<file path="config.mk">
export PLATFORM = sky130hd
export DESIGN_NAME = pdbh_ctrl
export DESIGN_NICKNAME = d
export VERILOG_FILES = /design/src/hdl/pdbh_pkg.sv /design/src/hdl/pdbh_host_if.sv /design/src/hdl/pdbh_beat_cnt.sv /design/src/hdl/pdbh_ctrl.sv
export VERILOG_INCLUDE_DIRS = /design/src /design/src/hdl
export SDC_FILE = /design/constraint.sdc
export NUM_CORES = 1
export LEC_CHECK = 0
export ABC_CLOCK_PERIOD_IN_PS = 4000
export BUFFER_PORTS_ARGS = -buffer_cell sky130_fd_sc_hd__buf_4
export CAP_MARGIN = 20
export CORE_ASPECT_RATIO = 0.6
export CORE_MARGIN = 5
export CORE_UTILIZATION = 50
export CTS_BUF_LIST = sky130_fd_sc_hd__clkbuf_2
export CTS_CLUSTER_DIAMETER = 60
export CTS_CLUSTER_SIZE = 28
export DETAILED_ROUTE_END_ITERATION = 10
export GPL_ROUTABILITY_DRIVEN = 0
export PLACE_DENSITY = 0.83
export SYNTH_ARGS = -nofsm -noshare
export SYNTH_HDL_FRONTEND = slang
export SYNTH_SLANG_ARGS = --single-unit
</file>
<file path="constraint.sdc">
create_clock -name SYS_CLK_IN -period 4 [get_ports SYS_CLK_IN]
set_clock_uncertainty 0.1 [all_clocks]
set_input_delay 0.2 -clock SYS_CLK_IN [delete_from_list [all_inputs] [get_ports SYS_CLK_IN]]
set_output_delay 0.2 -clock SYS_CLK_IN [all_outputs]
set_load 0.02 [all_outputs]
</file>
<file path="src/hdl/pdbh_map.svh">
// Operation
// - Controller grants device memory via select/ready sequencing
// - Controller serves host read/write on request
// - Host waits until device transfer completes
// - Host transfers limited to 64 data cycles
// - Idle bus keeps address select low
// - Capture address after request, then raise select
// - Select low on end, held until next
// - Non-burst mode holds select high, ready low; code has no such mode, select drops low after each device transfer
// - One tri-state cycle between bus drivers
// - Idle bus parked with device in address mode
// - Parked bus raises select with request
// - Clean-up select/ready choose address or tri-state
`ifndef PDBH_MAP_SVH
`define PDBH_MAP_SVH
// ********************************
// Sizes and limits
// ********************************
`define PDBH_MAX_DATA_CYCLES 7'h40
`define PDBH_HOST_MAX_CYCLES 7'h40
`define PDBH_ADDR_W 32
`define PDBH_HOST_ADDR_W 18
`define PDBH_TURN_CYCLES 2'h1
`define PDBH_ADDR_LSB_IGNORE 2
`endif

</file>
<file path="src/hdl/pdbh_pkg.sv">
package pdbh_pkg;
    // Arbiter states
    typedef enum logic [2:0] {
        PDBH_PARK, PDBH_DMA_ADDR, PDBH_DMA_DATA, PDBH_DMA_END,
        PDBH_TURN, PDBH_HOST_XFER, PDBH_TURN_BACK
    } pdbh_state_e;
    typedef logic [31:0] pdbh_word_t;
endpackage

</file>
<file path="src/hdl/pdbh_host_if.sv">
`timescale 1ns/1ps
// Host request carrier to the counter module
interface pdbh_host_if;
    logic load;
    logic [6:0] len;
    logic tick;
    logic done;
    modport ctl (output load, output len, output tick, input done);
    modport cnt (input load, input len, input tick, output done);
endinterface

</file>
<file path="src/hdl/pdbh_beat_cnt.sv">
`timescale 1ns/1ps
// ********************************
// Data cycle limit counter
// ********************************
module pdbh_beat_cnt
(
    input wire logic clk_in,
    input wire logic rst_n_in,
    pdbh_host_if.cnt hif
);
    logic [6:0] left_ff;
    // Down counter; done when one beat remains
    always_ff @(posedge clk_in or negedge rst_n_in)
    begin
        if (!rst_n_in)
            left_ff <= 7'h00;
        else if (hif.load)
            left_ff <= hif.len;
        else if (hif.tick && left_ff != 7'h00)
            left_ff <= left_ff - 7'h01;
    end
    assign hif.done = (left_ff <= 7'h01);
endmodule

</file>
<file path="src/hdl/pdbh_ctrl.sv">
`timescale 1ns/1ps
`include "pdbh_map.svh"
// ********************************
// Wide port bus controller (host side)
// ********************************
module pdbh_ctrl import pdbh_pkg::*;
(
    // Clock and reset
    input wire logic SYS_CLK_IN,
    input wire logic ARST_N_IN,
    // Device handshake
    input wire logic WIDE_QUEUE_REQUEST_N_IN,
    input wire logic WIDE_TRANSFER_REQUEST_N_IN,
    input wire logic WIDE_READ_NOT_WRITE_IN,
    input wire logic WIDE_LAST_CYCLE_N_IN,
    input wire logic [1:0] WIDE_HALFWORD_WRITE_EN_IN,
    input wire logic [31:0] WIDE_ADDR_DATA_BUS_IN,
    output logic WIDE_ADDR_SELECT_N_OUT,
    output logic WIDE_TARGET_READY_N_OUT,
    output logic COMM_REGISTER_SELECT_OUT,
    // Memory side
    output logic MEM_WE_OUT,
    output logic [1:0] MEM_HALF_EN_OUT,
    output logic [31:0] MEM_ADDR_OUT,
    output logic [31:0] MEM_WDATA_OUT,
    output logic MEM_RD_OUT,
    input wire logic MEM_READY_IN,
    // Host bus agent
    input wire logic HOST_REQ_IN,
    input wire logic [6:0] HOST_LEN_IN,
    output logic HOST_GRANT_OUT,
    output logic HOST_DONE_OUT,
    output logic DMA_ACTIVE_OUT
);
    logic rst_s1_ff;
    logic rst_n_ff;
    pdbh_state_e state_ff;
    pdbh_state_e nxt_state;
    logic [31:0] addr_ff;
    logic [6:0] beats_ff;
    logic rnw_ff;
    logic beat;
    pdbh_host_if hif();

    // Reset release through two flops
    always_ff @(posedge SYS_CLK_IN or negedge ARST_N_IN)
    begin
        if (!ARST_N_IN)
        begin
            rst_s1_ff <= 1'b0;
            rst_n_ff <= 1'b0;
        end
        else
        begin
            rst_s1_ff <= 1'b1;
            rst_n_ff <= rst_s1_ff;
        end
    end

    // Host transfer length limiter
    pdbh_beat_cnt u_cnt
    (
        .clk_in(SYS_CLK_IN),
        .rst_n_in(rst_n_ff),
        .hif(hif)
    );

    // Strip the low two byte bits: reads are whole words
    function automatic pdbh_word_t word_addr(input pdbh_word_t a);
        word_addr = {a[31:`PDBH_ADDR_LSB_IGNORE], 2'b00};
    endfunction

    // Clamp a host length to the allowed cycles
    function automatic logic [6:0] clamp_len(input logic [6:0] l);
        if (l == 7'h00 || l > `PDBH_HOST_MAX_CYCLES)
            clamp_len = `PDBH_HOST_MAX_CYCLES;
        else
            clamp_len = l;
    endfunction

    assign hif.load = (state_ff == PDBH_TURN) && HOST_REQ_IN;
    assign hif.len = clamp_len(HOST_LEN_IN);
    assign hif.tick = (state_ff == PDBH_HOST_XFER) && MEM_READY_IN;

    // Beat taken where the device saw our ready low; both sides count alike
    assign beat = (state_ff == PDBH_DMA_DATA) && !WIDE_TARGET_READY_N_OUT;

    // ********************************
    // Arbiter
    // ********************************
    // Next state; device transfer always finishes before the host
    always_comb
    begin
        nxt_state = state_ff;
        case (state_ff)
            PDBH_PARK:
                // Device request wins; one cycle of select high before data
                if (!WIDE_TRANSFER_REQUEST_N_IN)
                    nxt_state = PDBH_DMA_ADDR;
                else if (HOST_REQ_IN && WIDE_QUEUE_REQUEST_N_IN)
                    nxt_state = PDBH_TURN;
            PDBH_DMA_ADDR:
                nxt_state = PDBH_DMA_DATA;
            PDBH_DMA_DATA:
                // Only a taken beat ends it; a wait cycle with end low does not
                if (beat && (!WIDE_LAST_CYCLE_N_IN
                    || beats_ff == `PDBH_MAX_DATA_CYCLES - 7'h01))
                    nxt_state = PDBH_DMA_END;
            PDBH_DMA_END:
                nxt_state = PDBH_PARK;
            PDBH_TURN:
                nxt_state = HOST_REQ_IN ? PDBH_HOST_XFER : PDBH_TURN_BACK;
            PDBH_HOST_XFER:
                if (hif.done && MEM_READY_IN)
                    nxt_state = PDBH_TURN_BACK;
            PDBH_TURN_BACK:
                nxt_state = PDBH_PARK;
            default:
                nxt_state = PDBH_PARK;
        endcase
    end

    // State register, rising edge only
    always_ff @(posedge SYS_CLK_IN or negedge rst_n_ff)
    begin
        if (!rst_n_ff)
            state_ff <= PDBH_PARK;
        else
            state_ff <= nxt_state;
    end

    // ********************************
    // Outputs
    // ********************************
    // Handshake outputs: select low and ready low while parked
    always_ff @(posedge SYS_CLK_IN or negedge rst_n_ff)
    begin
        if (!rst_n_ff)
        begin
            WIDE_ADDR_SELECT_N_OUT <= 1'b0;
            WIDE_TARGET_READY_N_OUT <= 1'b0;
            COMM_REGISTER_SELECT_OUT <= 1'b0;
        end
        else
        begin
            // Parked: device in address mode keeps bus driven
            WIDE_ADDR_SELECT_N_OUT <= (nxt_state == PDBH_DMA_ADDR)
                || (nxt_state == PDBH_DMA_DATA);
            // Ready high in turnaround gives the tri-state cycle
            WIDE_TARGET_READY_N_OUT <= (nxt_state == PDBH_TURN)
                || (nxt_state == PDBH_HOST_XFER) || (nxt_state == PDBH_TURN_BACK)
                || ((nxt_state == PDBH_DMA_DATA) && !MEM_READY_IN);
            COMM_REGISTER_SELECT_OUT <= 1'b0;
        end
    end

    // Capture address when request first seen
    always_ff @(posedge SYS_CLK_IN or negedge rst_n_ff)
    begin
        if (!rst_n_ff)
        begin
            addr_ff <= 32'h0000_0000;
            rnw_ff <= 1'b1;
        end
        else if (state_ff == PDBH_PARK && !WIDE_TRANSFER_REQUEST_N_IN)
        begin
            addr_ff <= word_addr(WIDE_ADDR_DATA_BUS_IN);
            rnw_ff <= WIDE_READ_NOT_WRITE_IN;
        end
        else if (beat)
            addr_ff <= addr_ff + 32'h0000_0004;
    end

    // Data cycle counter for the device transfer
    always_ff @(posedge SYS_CLK_IN or negedge rst_n_ff)
    begin
        if (!rst_n_ff)
            beats_ff <= 7'h00;
        else if (state_ff == PDBH_PARK)
            beats_ff <= 7'h00;
        else if (beat)
            beats_ff <= beats_ff + 7'h01;
    end

    // Memory strobes; write halves follow device enables
    always_ff @(posedge SYS_CLK_IN or negedge rst_n_ff)
    begin
        if (!rst_n_ff)
        begin
            MEM_WE_OUT <= 1'b0;
            MEM_RD_OUT <= 1'b0;
            MEM_HALF_EN_OUT <= 2'h0;
            MEM_ADDR_OUT <= 32'h0000_0000;
            MEM_WDATA_OUT <= 32'h0000_0000;
        end
        else
        begin
            // One strobe per taken beat; valid data each cycle after select
            MEM_WE_OUT <= beat && !rnw_ff;
            MEM_RD_OUT <= beat && rnw_ff;
            // Word of the last taken beat stands until the next one
            if (beat)
            begin
                MEM_HALF_EN_OUT <= rnw_ff ? 2'h3 : WIDE_HALFWORD_WRITE_EN_IN;
                MEM_ADDR_OUT <= addr_ff;
                MEM_WDATA_OUT <= WIDE_ADDR_DATA_BUS_IN;
            end
        end
    end

    // Host status flags
    always_ff @(posedge SYS_CLK_IN or negedge rst_n_ff)
    begin
        if (!rst_n_ff)
        begin
            HOST_GRANT_OUT <= 1'b0;
            HOST_DONE_OUT <= 1'b0;
            DMA_ACTIVE_OUT <= 1'b0;
        end
        else
        begin
            HOST_GRANT_OUT <= (nxt_state == PDBH_HOST_XFER);
            HOST_DONE_OUT <= (state_ff == PDBH_HOST_XFER) && (nxt_state == PDBH_TURN_BACK);
            DMA_ACTIVE_OUT <= (nxt_state == PDBH_DMA_ADDR) || (nxt_state == PDBH_DMA_DATA)
                || (nxt_state == PDBH_DMA_END);
        end
    end
endmodule

</file>
==> results.md <==
- Die area: 0.0135 mm^2
- Congestion Overflow GR: 0
- Max Slew Vio Count: 0
- Period minus WS final: 3.09 ns
- Flop and latch count out of synthesis: 121
- Ys async rst share: 1.00
- Min-Delay Path Class: primary input to flip-flop
- Largest net degree at the start of global routing: 98
- Nature of the critical path endpoint: flip-flop
- CTS tree: done
- Die Ht: 91.9 um
- Post-synth EDFFs: 0
- FMAX: 324 MHz
- Post-Synthesis Cells: 616
- Worst hold slack: 0.167 ns
- Psw: 2.52 mW
- Most common cell after layout, fill and taps aside: nand2_1
- Total track usage: 0.240
- Vias in the first global route: 5185
- Lkg Pwr: 3.65 nW
- # clock sinks: 121
- Comb power frac: 0.475
- Routed wire length per instance: 16.7 um
- CORE AREA: 0.0107 mm^2
- CP Max Fanout: 16
- Max-cap violations: 0
- RSZ-0062 raised after global routing: false
- Total CTS buffers: 17
- PwrDens: 759 mW/mm^2
- Crit Path Category: flip-flop to flip-flop
- Worst ir drop on vdd: 0.000406 V
- Worst setup SP type: flip-flop
- Post-CTS setup buffer count: 0
- Row count: 29
- Clk pwr share: 0.127
- Critical Path AT: 3.60 ns
- Highest-count cells in the layout ignoring fill and taps: nand2_1 (225), buf_4 (124), dfrtp_1 (119)
- First-pass GRT wire length: 26300 um
- Routed Antenna Nets: 0
- Initial DRC Count: 571
- Final Power: 5.59 mW
- Worst R2R Setup Slack: 0.91 ns
- Sequential cell area fraction in the yosys report: 0.541
- Final WS setup: 0.914 ns
- Max-slew headroom: 0.329
- Synth cell types: 57
- Internal Power: 3.07 mW
- Setup WS pre-CTS: 1.35 ns
- Final routed DRC violation total: 0
- Outcome: finished, final reports clean
- Final hold vios: 0
- Final nets: 842
- Switching Share: 0.451
- Main flop type after synthesis: dfrtp_1
- Mean Syn Cell Area: 9.08 um^2
- Vias per inst: 5.56
- Post-DP HPWL: 10300 um
- I/O Buffers: 119
- DRT Pass-1 Iters: 5
- Initial antenna violation count: 0
- I/O Pins: 123
- Clock transition at path regs: 0.17 ns
- Clock buffer depth: 2
- Routed WL: 15700 um
- CP Data Required Time: 4.51 ns
- Slew @ Worst Pin: 1.01 ns
- Synth Cell Area: 0.00559 mm^2
- Setup violators final: 0
- Setup TNS: 0 ns
- Sequential Power Share: 0.399
- Worst skew pair latency: 0.67 ns
- Filler cells: 825
- Die X: 147 um
- Layout cells sized above 1: 0.203
- Cells after DPL: 847
- H-tree depth: 4
- Vias after detailed routing: 5228
- Root Buffer: clkbuf_2
- Layout overhead on the synthesized area: 31.6%
- Warnings from Yosys: 0
- Initial Util: 0.521
- Final period util: 0.771
- Non-Filler Instances: 940
## registers in the layout, indices dropped and copies added (netlist names), 2 cells and up
name,flops
addr_ff,30
state_ff,3
MEM_HALF_EN_OUT,2
u_cnt.left_ff,7
MEM_ADDR_OUT,30
MEM_WDATA_OUT,32
beats_ff,7
## through the flow
stage                util  area [um^2]
floorplan               -         5600
global placement    0.609         6540
detailed placement  0.609         6540
CTS                 0.684         7350
global route        0.685         7360
finish              0.685         7360
## layer usage
layer / track usage / vias up / share of wire
met5: 0 / - / 0
li1: - / 2444 / -
met4: 0.0657 / 0 / 0.012
met2: 0.371 / 242 / 0.46
met1: 0.333 / 2523 / 0.43
met3: 0.0739 / 19 / 0.096
## power by group through the flow
| stage | Clock (mW) | Sequential [mW] | Combinational, mW |
|---|---|---|---|
| after floorplan | 0 | 2.49 | 1.35 |
| after global placement | 0 | 2.20 | 2.44 |
| after detailed placement | 0 | 2.23 | 2.56 |
| after CTS | 0.720 | 2.21 | 2.63 |
| after global routing | 0.777 | 2.30 | 2.93 |
| final | 0.708 | 2.23 | 2.65 |
## synth_stat cells (4+ instances only)
| library cell | count | area, um^2 |
|---|---|---|
| o211ai_1 | 9 | 67.6 |
| or3_1 | 4 | 25.0 |
| nor2_1 | 31 | 116 |
| a22oi_1 | 6 | 45.0 |
| o311ai_1 | 4 | 35.0 |
| o21ai_1 | 12 | 60.1 |
| xor2_1 | 9 | 78.8 |
| nand4_1 | 13 | 81.3 |
| mux2i_1 | 6 | 60.1 |
| dfrtp_1 | 120 | 3000 |
| clkbuf_1 | 14 | 52.6 |
| a221o_1 | 7 | 70.1 |
| and3_1 | 4 | 25.0 |
| nand2_1 | 225 | 845 |
| o21ai_0 | 11 | 55.1 |
| buf_2 | 15 | 75.1 |
| inv_1 | 9 | 33.8 |
| and2_1 | 6 | 37.5 |
| a21oi_1 | 12 | 60.1 |
| nand3_1 | 26 | 130 |
| or4_1 | 5 | 37.5 |
| nor3_1 | 8 | 40.0 |
| a31oi_1 | 4 | 25.0 |
| ha_1 | 5 | 62.6 |
## critical path, stage by stage (launching register included)
cell and delay [ns]:
dfrtp_1 0.59, nor2b_1 0.23, nor2b_1 0.71, nand3_1 0.15
dlygate4sd3_1 0.60, o21ai_0 0.09, dlygate4sd3_1 0.58
## layout make-up
type / count / area (um^2) / area share
flip-flops and latches: 121 / 3030 / 0.412
multi-input cells: 454 / 2370 / 0.322
repair buffers: 185 / 1540 / 0.210
well taps: 139 / 174 / 0.0236
clock inverters: 12 / 109 / 0.0148
clock buffers: 19 / 95.1 / 0.0129
inverters: 9 / 33.8 / 0.00459
diodes: 1 / 2.50 / 0.000340
## worst paths after layout
kind / startpoint / to / depth (start not counted)
setup / recovery: state_ff[0]$_DFF_PN0_ / u_cnt.left_ff[5]$_DFFE_PN0P_ / 6
hold / removal: WIDE_ADDR_DATA_BUS_IN[11] / MEM_WDATA_OUT[11]$_DFFE_PN0P_ / 4
setup reg to reg: state_ff[0]$_DFF_PN0_ / u_cnt.left_ff[5]$_DFFE_PN0P_ / 6
hold reg to reg: rst_n_ff$_DFF_PN0_ / MEM_ADDR_OUT[20]$_DFFE_PN0P_ / 0
max in group asynchronous: rst_n_ff$_DFF_PN0_ / rnw_ff$_DFFE_PN1P_ / 1
min in group asynchronous: rst_n_ff$_DFF_PN0_ / MEM_ADDR_OUT[20]$_DFFE_PN0P_ / 0
## kinds of logic after synthesis
group	count (synthesis)	synth area share
flops	121	0.541
other cells	2	0.00134
xor+xnor	11	0.0172
fa+ha+maj	5	0.0112
mux	6	0.0107
simple gates	347	0.282
buf+inv	43	0.0369
compound gates	81	0.0995
## what timing repair did
action	4_1_cts	5_1_grt
endpoints found under the setup margin	0	0
hold buffers	60	0
hold endpoints to repair	82	0
resized for setup	0	0
Power figures use the tool's default switching activity.
